--- src/design/caf_pkg.sv ---
// constants, register map and field layout of the acceptance filter block
// Operation
// - a compared standard id bit matches only when message bit equals filter bit
// - with type matching, extended-select 1 takes only extended, 0 only standard
// - compared extended id bits, including the upper two, match only on equality
// - two-bit mask source: 11 no mask, 10 mask 2, 01 mask 1, 00 mask 0
// - low select register holds filters 7..0, high register filters 15..8
// - standard mask bits 15-5: 1 compares the id bit, 0 makes it don't-care
// - mask bits 1-0 of the standard mask register cover extended id bits 17-16
// - mask type-mode bit 3 set forces id type to agree with extended-select
// - type-mode bit clear accepts either type when compared id bits match
// - three independent masks, each with standard and extended mask registers
// - bits 4 and 2 of the mask standard register read back as zero
// - extended mask register holds sixteen compare enables for id bits 15-0
// - only enabled filters may hit; a disabled filter never hits
package caf_pkg;

    localparam int NUM_FILTERS = 16;
    localparam int NUM_MASKS   = 3;
    localparam int PADDR_W     = 12;

    // byte offsets on the register bus, one aligned word each
    localparam logic [7:0] OFS_FLT_SID  = 8'h00;  // 16 words, filter n at +4n
    localparam logic [7:0] OFS_FLT_EID  = 8'h40;  // 16 words
    localparam logic [7:0] OFS_MSKSEL_L = 8'h80;
    localparam logic [7:0] OFS_MSKSEL_H = 8'h84;
    localparam logic [7:0] OFS_MSK_SID  = 8'h88;  // 3 words
    localparam logic [7:0] OFS_MSK_EID  = 8'h94;  // 3 words
    localparam logic [7:0] OFS_FLT_EN   = 8'ha0;
    localparam logic [7:0] OFS_HIT_STAT = 8'ha4;

    // values after reset
    localparam logic [15:0] RST_MSKSEL = 16'h0000;
    localparam logic [15:0] RST_FLT_EN = 16'hffff;
    localparam logic [15:0] RST_ID     = 16'h0000;

    // standard-id register layout, shared by filters and masks
    localparam int SID_MSB   = 15;
    localparam int SID_LSB   = 5;
    localparam int TYPE_BIT  = 3;   // extended-select in filters, type mode in masks
    localparam int EIDH_MSB  = 1;
    localparam logic [15:0] SID_REG_WMASK  = 16'hffeb;  // bits 4 and 2 unimplemented
    localparam logic [15:0] MASK_ALL_CARE  = 16'hffff;

    typedef enum logic [1:0] {
        SRC_MASK0 = 2'b00,
        SRC_MASK1 = 2'b01,
        SRC_MASK2 = 2'b10,
        SRC_NONE  = 2'b11
    } caf_mask_src_type;

endpackage : caf_pkg

--- src/design/caf_if.sv ---
// interfaces joining the register file, bus port and filter matcher
`timescale 1ns/1ps
`default_nettype none

interface caf_match_if;
    import caf_pkg::*;
    logic [10:0]            msg_sid;
    logic [17:0]            msg_eid;
    logic                   msg_ide;
    logic [15:0]            flt_sid [NUM_FILTERS];
    logic [15:0]            flt_eid [NUM_FILTERS];
    logic [31:0]            msksel;
    logic [15:0]            msk_sid [NUM_MASKS];
    logic [15:0]            msk_eid [NUM_MASKS];
    logic [15:0]            flt_en;
    logic [NUM_FILTERS-1:0] hit;

    modport cfg (output msg_sid, msg_eid, msg_ide, flt_sid, flt_eid, msksel,
                 msk_sid, msk_eid, flt_en, input hit);
    modport mat (input msg_sid, msg_eid, msg_ide, flt_sid, flt_eid, msksel,
                 msk_sid, msk_eid, flt_en, output hit);
endinterface : caf_match_if

interface caf_reg_if;
    logic        wr_en;
    logic        rd_setup;
    logic [5:0]  idx;
    logic [15:0] wdata;
    logic [1:0]  wlane;

    modport port (output wr_en, rd_setup, idx, wdata, wlane);
    modport regs (input wr_en, rd_setup, idx, wdata, wlane);
endinterface : caf_reg_if

`default_nettype wire

--- src/design/caf_filter_match.sv ---
// per-filter identifier compare against the selected acceptance mask
`timescale 1ns/1ps
`default_nettype none

module caf_filter_match
    import caf_pkg::*;
(
    caf_match_if.mat mif
);

    for (genvar f = 0; f < NUM_FILTERS; f++)
    begin : g_flt
        caf_mask_src_type src;
        logic [15:0]      m_sid;
        logic [15:0]      m_eid;
        logic [10:0]      sid_care;
        logic [17:0]      eid_care;
        logic [17:0]      flt_eid_full;
        logic             id_type_match_mode;
        logic             filter_ext_select;
        logic             sid_ok;
        logic             eid_ok;
        logic             match;

        assign src = caf_mask_src_type'(mif.msksel[2*f +: 2]);

        // mask source pick; no-mask forces every care bit and type mode
        always_comb
        begin
            unique case (src)
                SRC_MASK0:
                begin
                    m_sid = mif.msk_sid[0];
                    m_eid = mif.msk_eid[0];
                end
                SRC_MASK1:
                begin
                    m_sid = mif.msk_sid[1];
                    m_eid = mif.msk_eid[1];
                end
                SRC_MASK2:
                begin
                    m_sid = mif.msk_sid[2];
                    m_eid = mif.msk_eid[2];
                end
                SRC_NONE:
                begin
                    m_sid = MASK_ALL_CARE;
                    m_eid = MASK_ALL_CARE;
                end
            endcase
        end

        assign sid_care     = m_sid[SID_MSB:SID_LSB];
        assign eid_care     = {m_sid[EIDH_MSB:0], m_eid};
        assign id_type_match_mode         = m_sid[TYPE_BIT];
        assign filter_ext_select        = mif.flt_sid[f][TYPE_BIT];
        assign flt_eid_full = {mif.flt_sid[f][EIDH_MSB:0], mif.flt_eid[f]};

        // a don't-care bit always agrees
        assign sid_ok = &(~(mif.msg_sid ^ mif.flt_sid[f][SID_MSB:SID_LSB]) | ~sid_care);
        assign eid_ok = &(~(mif.msg_eid ^ flt_eid_full) | ~eid_care);

        // type mode: id type must follow the filter, else either type passes
        assign match = id_type_match_mode ? ((mif.msg_ide == filter_ext_select) && sid_ok && (!filter_ext_select || eid_ok))
                            : (sid_ok && (!mif.msg_ide || eid_ok));
        assign mif.hit[f] = mif.flt_en[f] & match;
    end

endmodule : caf_filter_match

`default_nettype wire

--- src/design/caf_apb_port.sv ---
// apb slave front end: decode, zero-wait ready, error on unmapped words
`timescale 1ns/1ps
`default_nettype none

module caf_apb_port
    import caf_pkg::*;
(
    // clock and reset
    input  wire logic               core_clk,
    input  wire logic               reset_n,
    input  wire logic               ce,
    // apb
    input  wire logic               psel,
    input  wire logic               penable,
    input  wire logic               pwrite,
    input  wire logic [PADDR_W-1:0] paddr,
    input  wire logic [31:0]        pwdata,
    input  wire logic [3:0]         pstrb,
    output logic                    pready,
    output logic                    pslverr,
    // register file side
    caf_reg_if.port                 rif
);

    logic       mapped;
    logic       err_q;
    logic [5:0] last_idx;

    assign last_idx = OFS_HIT_STAT[7:2];
    assign mapped   = (paddr[PADDR_W-1:8] == '0) && (paddr[1:0] == 2'b00)
                      && (paddr[7:2] <= last_idx);

    // error decided in setup so the access cycle answers from a flop
    always_ff @(posedge core_clk)
    begin
        if (!reset_n)
            err_q <= 1'b0;
        else if (ce && psel && !penable)
            err_q <= ~mapped;
    end

    // frozen clock enable stretches the access phase instead of losing it
    assign pready       = psel & penable & ce;
    assign pslverr      = pready & err_q;
    assign rif.wr_en    = pready & pwrite & ~err_q;
    assign rif.rd_setup = ce & psel & ~penable & ~pwrite;
    // refused words point at an empty index so a high-page alias reads zero
    assign rif.idx      = mapped ? paddr[7:2] : 6'h3f;
    assign rif.wdata    = pwdata[15:0];
    assign rif.wlane    = pstrb[1:0];

endmodule : caf_apb_port

`default_nettype wire

--- src/design/caf_top.sv ---
// acceptance filter and mask block: register file, bus port, hit reporting
//
// Our own choices: the register addresses and the APB register port.
`timescale 1ns/1ps
`default_nettype none

module caf_top
    import caf_pkg::*;
#(
    parameter int N_FILTERS = NUM_FILTERS
)
(
    // clock, reset, enable
    input  wire logic               core_clk,
    input  wire logic               reset_n,
    input  wire logic               ce,
    // apb slave
    input  wire logic               psel,
    input  wire logic               penable,
    input  wire logic               pwrite,
    input  wire logic [PADDR_W-1:0] paddr,
    input  wire logic [31:0]        pwdata,
    input  wire logic [3:0]         pstrb,
    output logic                    pready,
    output logic [31:0]             prdata,
    output logic                    pslverr,
    // received identifier from the bus receiver
    input  wire logic               msg_valid,
    input  wire logic [10:0]        msg_sid,
    input  wire logic [17:0]        msg_eid,
    input  wire logic               msg_ide,
    // acceptance result
    output logic                    hit_valid,
    output logic [N_FILTERS-1:0]    hit_vector,
    output logic                    hit_found,
    output logic [3:0]              hit_index
);

    // selector layout is fixed at two registers of eight filters
    if (N_FILTERS != NUM_FILTERS)
    begin : g_bad_filters
        $error("caf_top: N_FILTERS must be 16");
    end

    caf_match_if mif ();
    caf_reg_if   rif ();

    // register state
    logic [15:0] flt_sid_q [NUM_FILTERS];
    logic [15:0] flt_eid_q [NUM_FILTERS];
    logic [31:0] msksel_q;
    logic [15:0] msk_sid_q [NUM_MASKS];
    logic [15:0] msk_eid_q [NUM_MASKS];
    logic [15:0] flt_en_q;
    logic [31:0] prdata_q;
    logic [31:0] rdata_d;

    // result state
    logic                   hit_valid_q;
    logic [NUM_FILTERS-1:0] hit_vector_q;
    logic                   hit_found_q;
    logic [3:0]             hit_index_q;
    logic                   found_d;
    logic [3:0]             index_d;

    // word indices of the register groups
    logic [5:0] i_flt_sid;
    logic [5:0] i_flt_eid;
    logic [5:0] i_msk_sid;
    logic [5:0] i_msk_eid;

    assign i_flt_sid = OFS_FLT_SID[7:2];
    assign i_flt_eid = OFS_FLT_EID[7:2];
    assign i_msk_sid = OFS_MSK_SID[7:2];
    assign i_msk_eid = OFS_MSK_EID[7:2];

    // byte-lane merge, then clear bits the register does not implement
    function automatic logic [15:0] caf_merge(
        input logic [15:0] old_v,
        input logic [15:0] new_v,
        input logic [1:0]  lane,
        input logic [15:0] keep
    );
        logic [15:0] lm;
        lm = {{8{lane[1]}}, {8{lane[0]}}};
        return ((old_v & ~lm) | (new_v & lm)) & keep;
    endfunction : caf_merge

    caf_apb_port u_port (
        .core_clk (core_clk),
        .reset_n  (reset_n),
        .ce       (ce),
        .psel     (psel),
        .penable  (penable),
        .pwrite   (pwrite),
        .paddr    (paddr),
        .pwdata   (pwdata),
        .pstrb    (pstrb),
        .pready   (pready),
        .pslverr  (pslverr),
        .rif      (rif.port)
    );

    // filter identifier registers; cleared at reset so no unknown hits leak
    for (genvar f = 0; f < NUM_FILTERS; f++)
    begin : g_flt_regs
        always_ff @(posedge core_clk)
        begin
            if (!reset_n)
            begin
                flt_sid_q[f] <= RST_ID;
                flt_eid_q[f] <= RST_ID;
            end
            else if (ce && rif.wr_en)
            begin
                if (rif.idx == i_flt_sid + 6'(f))
                    flt_sid_q[f] <= caf_merge(flt_sid_q[f], rif.wdata, rif.wlane,
                                              SID_REG_WMASK);
                if (rif.idx == i_flt_eid + 6'(f))
                    flt_eid_q[f] <= caf_merge(flt_eid_q[f], rif.wdata, rif.wlane,
                                              MASK_ALL_CARE);
            end
        end
    end

    // three independent masks
    for (genvar m = 0; m < NUM_MASKS; m++)
    begin : g_msk_regs
        always_ff @(posedge core_clk)
        begin
            if (!reset_n)
            begin
                msk_sid_q[m] <= RST_ID;
                msk_eid_q[m] <= RST_ID;
            end
            else if (ce && rif.wr_en)
            begin
                if (rif.idx == i_msk_sid + 6'(m))
                    msk_sid_q[m] <= caf_merge(msk_sid_q[m], rif.wdata, rif.wlane,
                                              SID_REG_WMASK);
                if (rif.idx == i_msk_eid + 6'(m))
                    msk_eid_q[m] <= caf_merge(msk_eid_q[m], rif.wdata, rif.wlane,
                                              MASK_ALL_CARE);
            end
        end
    end

    // mask source selectors, low half filters 7..0, high half 15..8
    always_ff @(posedge core_clk)
    begin
        if (!reset_n)
            msksel_q <= {RST_MSKSEL, RST_MSKSEL};
        else if (ce && rif.wr_en)
        begin
            if (rif.idx == OFS_MSKSEL_L[7:2])
                msksel_q[15:0] <= caf_merge(msksel_q[15:0], rif.wdata, rif.wlane,
                                            MASK_ALL_CARE);
            if (rif.idx == OFS_MSKSEL_H[7:2])
                msksel_q[31:16] <= caf_merge(msksel_q[31:16], rif.wdata, rif.wlane,
                                             MASK_ALL_CARE);
        end
    end

    // per-filter enables, all on after reset
    always_ff @(posedge core_clk)
    begin
        if (!reset_n)
            flt_en_q <= RST_FLT_EN;
        else if (ce && rif.wr_en && rif.idx == OFS_FLT_EN[7:2])
            flt_en_q <= caf_merge(flt_en_q, rif.wdata, rif.wlane, MASK_ALL_CARE);
    end

    // matcher sees live configuration and the presented identifier
    assign mif.msg_sid = msg_sid;
    assign mif.msg_eid = msg_eid;
    assign mif.msg_ide = msg_ide;
    assign mif.msksel  = msksel_q;
    assign mif.flt_en  = flt_en_q;
    for (genvar f = 0; f < NUM_FILTERS; f++)
    begin : g_cfg_f
        assign mif.flt_sid[f] = flt_sid_q[f];
        assign mif.flt_eid[f] = flt_eid_q[f];
    end
    for (genvar m = 0; m < NUM_MASKS; m++)
    begin : g_cfg_m
        assign mif.msk_sid[m] = msk_sid_q[m];
        assign mif.msk_eid[m] = msk_eid_q[m];
    end

    caf_filter_match u_match (
        .mif (mif.mat)
    );

    // lowest-numbered hitting filter wins the reported index
    always_comb
    begin
        found_d = 1'b0;
        index_d = 4'h0;
        for (int i = NUM_FILTERS - 1; i >= 0; i--)
        begin
            if (mif.hit[i])
            begin
                found_d = 1'b1;
                index_d = 4'(i);
            end
        end
    end

    // one-cycle result pulse; vector and index hold until the next message
    always_ff @(posedge core_clk)
    begin
        if (!reset_n)
        begin
            hit_valid_q  <= 1'b0;
            hit_vector_q <= '0;
            hit_found_q  <= 1'b0;
            hit_index_q  <= 4'h0;
        end
        else if (ce)
        begin
            hit_valid_q <= msg_valid;
            if (msg_valid)
            begin
                hit_vector_q <= mif.hit;
                hit_found_q  <= found_d;
                hit_index_q  <= index_d;
            end
        end
    end

    // read mux; unmapped words return zero and the port flags the error
    always_comb
    begin
        rdata_d = 32'h0000_0000;
        if (rif.idx < i_flt_eid)
            rdata_d[15:0] = flt_sid_q[rif.idx[3:0]];
        else if (rif.idx < OFS_MSKSEL_L[7:2])
            rdata_d[15:0] = flt_eid_q[rif.idx[3:0]];
        else if (rif.idx == OFS_MSKSEL_L[7:2])
            rdata_d[15:0] = msksel_q[15:0];
        else if (rif.idx == OFS_MSKSEL_H[7:2])
            rdata_d[15:0] = msksel_q[31:16];
        else if (rif.idx == i_msk_sid)
            rdata_d[15:0] = msk_sid_q[0];
        else if (rif.idx == i_msk_sid + 6'h01)
            rdata_d[15:0] = msk_sid_q[1];
        else if (rif.idx == i_msk_sid + 6'h02)
            rdata_d[15:0] = msk_sid_q[2];
        else if (rif.idx == i_msk_eid)
            rdata_d[15:0] = msk_eid_q[0];
        else if (rif.idx == i_msk_eid + 6'h01)
            rdata_d[15:0] = msk_eid_q[1];
        else if (rif.idx == i_msk_eid + 6'h02)
            rdata_d[15:0] = msk_eid_q[2];
        else if (rif.idx == OFS_FLT_EN[7:2])
            rdata_d[15:0] = flt_en_q;
        else if (rif.idx == OFS_HIT_STAT[7:2])
            rdata_d[20:0] = {hit_found_q, hit_index_q, hit_vector_q};
    end

    // read data captured in setup so it stands from a flop in the access cycle
    always_ff @(posedge core_clk)
    begin
        if (!reset_n)
            prdata_q <= 32'h0000_0000;
        else if (rif.rd_setup)
            prdata_q <= rdata_d;
    end

    assign prdata     = prdata_q;
    assign hit_valid  = hit_valid_q;
    assign hit_vector = hit_vector_q;
    assign hit_found  = hit_found_q;
    assign hit_index  = hit_index_q;

endmodule : caf_top

`default_nettype wire

--- config.mk ---
export PLATFORM = sky130hd
export DESIGN_NAME = caf_top
export DESIGN_NICKNAME = d
export VERILOG_FILES = /design/src/design/caf_pkg.sv /design/src/design/caf_if.sv /design/src/design/caf_filter_match.sv /design/src/design/caf_apb_port.sv /design/src/design/caf_top.sv
export SDC_FILE = /design/constraint.sdc
export NUM_CORES = 2
export LEC_CHECK = 0
export BUFFER_PORTS_ARGS = -buffer_cell sky130_fd_sc_hd__buf_2
export CAP_MARGIN = 20
export CORE_MARGIN = 5
export CORE_UTILIZATION = 37
export CTS_BUF_LIST = sky130_fd_sc_hd__clkbuf_4
export DETAILED_ROUTE_END_ITERATION = 12
export HOLD_SLACK_MARGIN = 0.05
export PLACE_DENSITY = 0.57
export REMOVE_ABC_BUFFERS = 1
export SETUP_SLACK_MARGIN = 0.2
export SLEW_MARGIN = 40
export SYNTH_ARGS = -nofsm -noshare
export SYNTH_HDL_FRONTEND = slang
export SYNTH_SLANG_ARGS = --single-unit
export TNS_END_PERCENT = 20
--- constraint.sdc ---
create_clock -name core_clk -period 6 [get_ports core_clk]
set_input_delay 1.2 -clock core_clk [delete_from_list [all_inputs] [get_ports core_clk]]
set_output_delay 1.2 -clock core_clk [all_outputs]
set_load 0.05 [all_outputs]
==> results by group <==
Status
  – Run status: finished, final reports clean

Critical path
  – R2r endpoint: hit_index[0]
  – Req. time, crit path: roughly 7200 ps
  – Kind of critical path: reg2reg
  – Reg2reg setup slack: approximately 1100 ps
  – Worst setup SP type: register
  – Worst Setup End Kind: register
  – Worst Reg2Reg Path Length in Cells: 11
  – Worst-path fanout max: 36
  – Critical Path AT: roughly 6100 ps

Floorplanning
  – Starting Density: around 37%
  – Core Region: 0.139 mm^2
  – Row count: 137
  – Die Wd: 383 um
  – Die area: between 0.1 and 0.15 mm^2
  – I/O pin cnt: 141
  – Die height: approximately 380 um

Cells and area
  – Area occupied by registers: about 0.019 mm^2
  – Area growth syn-to-layout: 11.1%
  – Core Util, Final: roughly two fifths
  – Fill cells: 14.0k
  – Nets: between 5k and 6k
  – Layout cells sized above 1: ~18%
  – Footprint of the multi-input gates: 0.0301 mm^2

Global route
  – Vias in the first global route: just under 50k
  – GRT Util Overall: 39.8%
  – Initial antenna violation count: 30
  – Largest net degree at the start of global routing: 137
  – First-pass GRT wire length: just over 400 mm
  – GR Overflow Total: 0

Synth
  – Number of synthesized flops with an enable pin: 570
  – Flops & latches, synth: roughly 660
  – Post-synth ARST share: 0%
  – Cell variety after synth: 94
  – Mean post-synth cell area: ~9 um^2
  – Post-Syn Instances: ~5.7k
  – Synth Warn #: 0
  – Syn Std Cell Area: between 0.05 and 0.06 mm^2
  – Synth Flop Type: edfxtp_1
  – Register area share after synthesis: between 30% and 40%

Timing
  – Max Slew Vio Count: 0
  – RSZ-0062 raised after global routing: no
  – Worst Tran Pin Value: 977 ps
  – Worst Skew: around 130 ps
  – Final Critical Period: 4940 ps
  – Relative slew margins: between 30% and 40%
  – Final setup fails: 0
  – Fmax: between 200 and 250 MHz
  – Final setup TNS: 0 ps
  – Final period util: approximately 80%
  – Final Hold Fails: 0

Placed design
  – I/O Buffers: approximately 110
  – HPWL after DPL: between 200 and 250 mm
  – GPL Wtd Cong: roughly 1.1

Clocking
  – CTS Hold Bufs: 0
  – CTS tree: built
  – Postcts setup bufs: 0
  – Root buffer cell: clkbuf_4
  – CTS Sinks: approximately 660
  – Max H-tree Level: 4
  – Clock Latency Late Sink: around 1300 ps
  – TritonCTS buffer count: just under 200
  – Clock transition at path regs: 70 ps
  – CTS Buffer Depth: 3
  – PostCTS Resize Cnt: 0

Pwr
  – Sw Ratio: approximately a third
  – P_int: around 0.0081 W
  – Leak: approximately 19 nW
  – Comb power frac: about 18%
  – P_sw: around 0.0042 W
  – Peak VDD IR: slightly below 0.2 mV
  – Cell Pwr Density: ~220 mW/mm^2
  – Sequential Power Share: 43.4%
  – Clock power share: between 30% and 40%

Drt
  – DRT Wirelength: 308 mm
  – Detail Route Antenna Nets: 0
  – Initial DRC count: just over 10k
  – First-pass DRT Iterations: 11
  – Wire per inst: 39.6 um
  – Vias per cell: ~7
  – Total number of vias: 54.4k
  – Residual DRC: 0

Run
  – Max-Cap Viols: 0

Worst hold path
  – Hold Crit Class: in2reg
  – Hold EP: hit_valid
  – Hold Crit Start: ce
  – Hold path cells: 3
## cell families after synthesis
group	count (synthesis)	share of synthesized area (%)
buf+inv	696	5.50
mux	558	11.3
simple gates	1500	16.3
compound gates	1850	22.0
flops	662	36.7
other cells	1	0.00727
xor+xnor	480	8.15
## per-layer routing
layer  up-vias  wire length, um  track usage (%)
met2      5375           118000             53.7
met1     26156           112000             50.3
li1      21395                -                -
met3      1433            48600             16.4
met5         -               46            0.198
met4         8            29200             30.1
## per-stage QoR
step | instances | hold WS [ps] | setup slack (ps) | cell area, um^2 | total power (W)
after detailed placement | 7393 | 442 | 958 | 54600 | 0.00753
after global routing | 7754 | 219 | 1200 | 57300 | 0.0126
after global placement | 7382 | 441 | 1080 | 54300 | 0.00752
after floorplan | 5095 | 455 | 1200 | 48900 | 0.00635
after CTS | 7740 | 157 | 1390 | 57100 | 0.0122
final | 7768 | 242 | 1060 | 57300 | 0.0123
## Yosys cell counts, types with 50 or more instances
master | count | area share (%)
a21oi_1 | 676 | 6.6
nand2b_1 | 594 | 7.2
edfxtp_1 | 570 | 33
clkbuf_1 | 513 | 3.7
o21ai_0 | 431 | 4.2
mux2i_1 | 359 | 7.0
xor2_1 | 334 | 5.7
nand2_1 | 246 | 1.8
o22ai_1 | 212 | 2.6
mux2_2 | 195 | 4.3
nor2_1 | 187 | 1.4
xnor2_1 | 146 | 2.5
dfxtp_1 | 92 | 3.6
o221ai_1 | 87 | 1.5
buf_2 | 83 | 0.81
nor3b_1 | 78 | 1.1
nor3_1 | 77 | 0.75
nand3_1 | 75 | 0.73
nand4_1 | 50 | 0.61
## power groups by stage
stage / Combinational, W / Sequential (W) / Clock, W
finish: 0.00226 / 0.00536 / 0.00471
CTS: 0.00210 / 0.00535 / 0.00472
global route: 0.00226 / 0.00536 / 0.00495
floorplan: 0.000942 / 0.00541 / 0
detailed placement: 0.00209 / 0.00544 / 0
global placement: 0.00207 / 0.00545 / 0
## registers in the layout, indices dropped and copies added, names as in the netlist, named ones only
signal and count:
flt_eid_q 256, u_port.err_q 1, hit_index 4, hit_valid 1, hit_found 1, prdata 21, msk_eid_q 48, flt_sid_q 224
msk_sid_q 42, hit_vector 16
## layout by cell type (no fill, tap or decap), types with 37 or more instances in the layout
| cell type | netlist | layout |
|---|---|---|
| nand2_1 | 246 | 229 |
| o221ai_1 | 87 | 87 |
| nand4_1 | 50 | 50 |
| nand2b_1 | 594 | 586 |
| xnor2_1 | 146 | 145 |
| nor2_1 | 187 | 184 |
| o21ai_1 | 15 | 51 |
| buf_4 | 14 | 294 |
| nor3b_1 | 78 | 78 |
| xor2_1 | 334 | 334 |
| mux2i_1 | 359 | 359 |
| clkbuf_4 | 0 | 285 |
| a22oi_1 | 39 | 39 |
| o22ai_1 | 212 | 212 |
| buf_2 | 83 | 106 |
| a21oi_1 | 676 | 676 |
| nand3_1 | 75 | 74 |
| edfxtp_1 | 570 | 570 |
| nor3_1 | 77 | 76 |
| o211ai_1 | 37 | 37 |
| mux2_2 | 195 | 195 |
| o21ai_0 | 431 | 395 |
| dfxtp_1 | 92 | 75 |
## worst max-delay path by stage
stage / from / endpoint / slack (ps)
after global routing: register / hit_index[0] / 1200
after CTS: register / hit_index[0] / 1390
after global placement: paddr[11] / flt_eid_q[12][0] / 1080
after detailed placement: paddr[11] / flt_eid_q[12][4] / 960
final: register / hit_index[0] / 1060
after floorplan: paddr[3] / msk_eid_q[0][0] / 1200
## worst max-delay path, cell delays in order (launching register included)
cell and delay, ps:
dfxtp_2 320, buf_4 530, nand2b_1 550, o21ai_0 520, o32ai_1 170, a2111oi_0 520, a41oi_1 250, buf_4 250
or4_1 850, o221ai_1 430, a311o_1 320, o21ai_1 80
## layout make-up
| cell class | instances | share of cell area (%) |
|---|---|---|
| inverters | 34 | 0.223 |
| well taps | 1876 | 4.10 |
| diodes | 23 | 0.100 |
| clock buffers | 285 | 3.73 |
| clock inverters | 62 | 0.718 |
| multi-input cells | 4399 | 52.6 |
| repair buffers | 427 | 5.42 |
| flip-flops and latches | 662 | 33.2 |
Note: power is estimated with default switching activity, not from simulation.
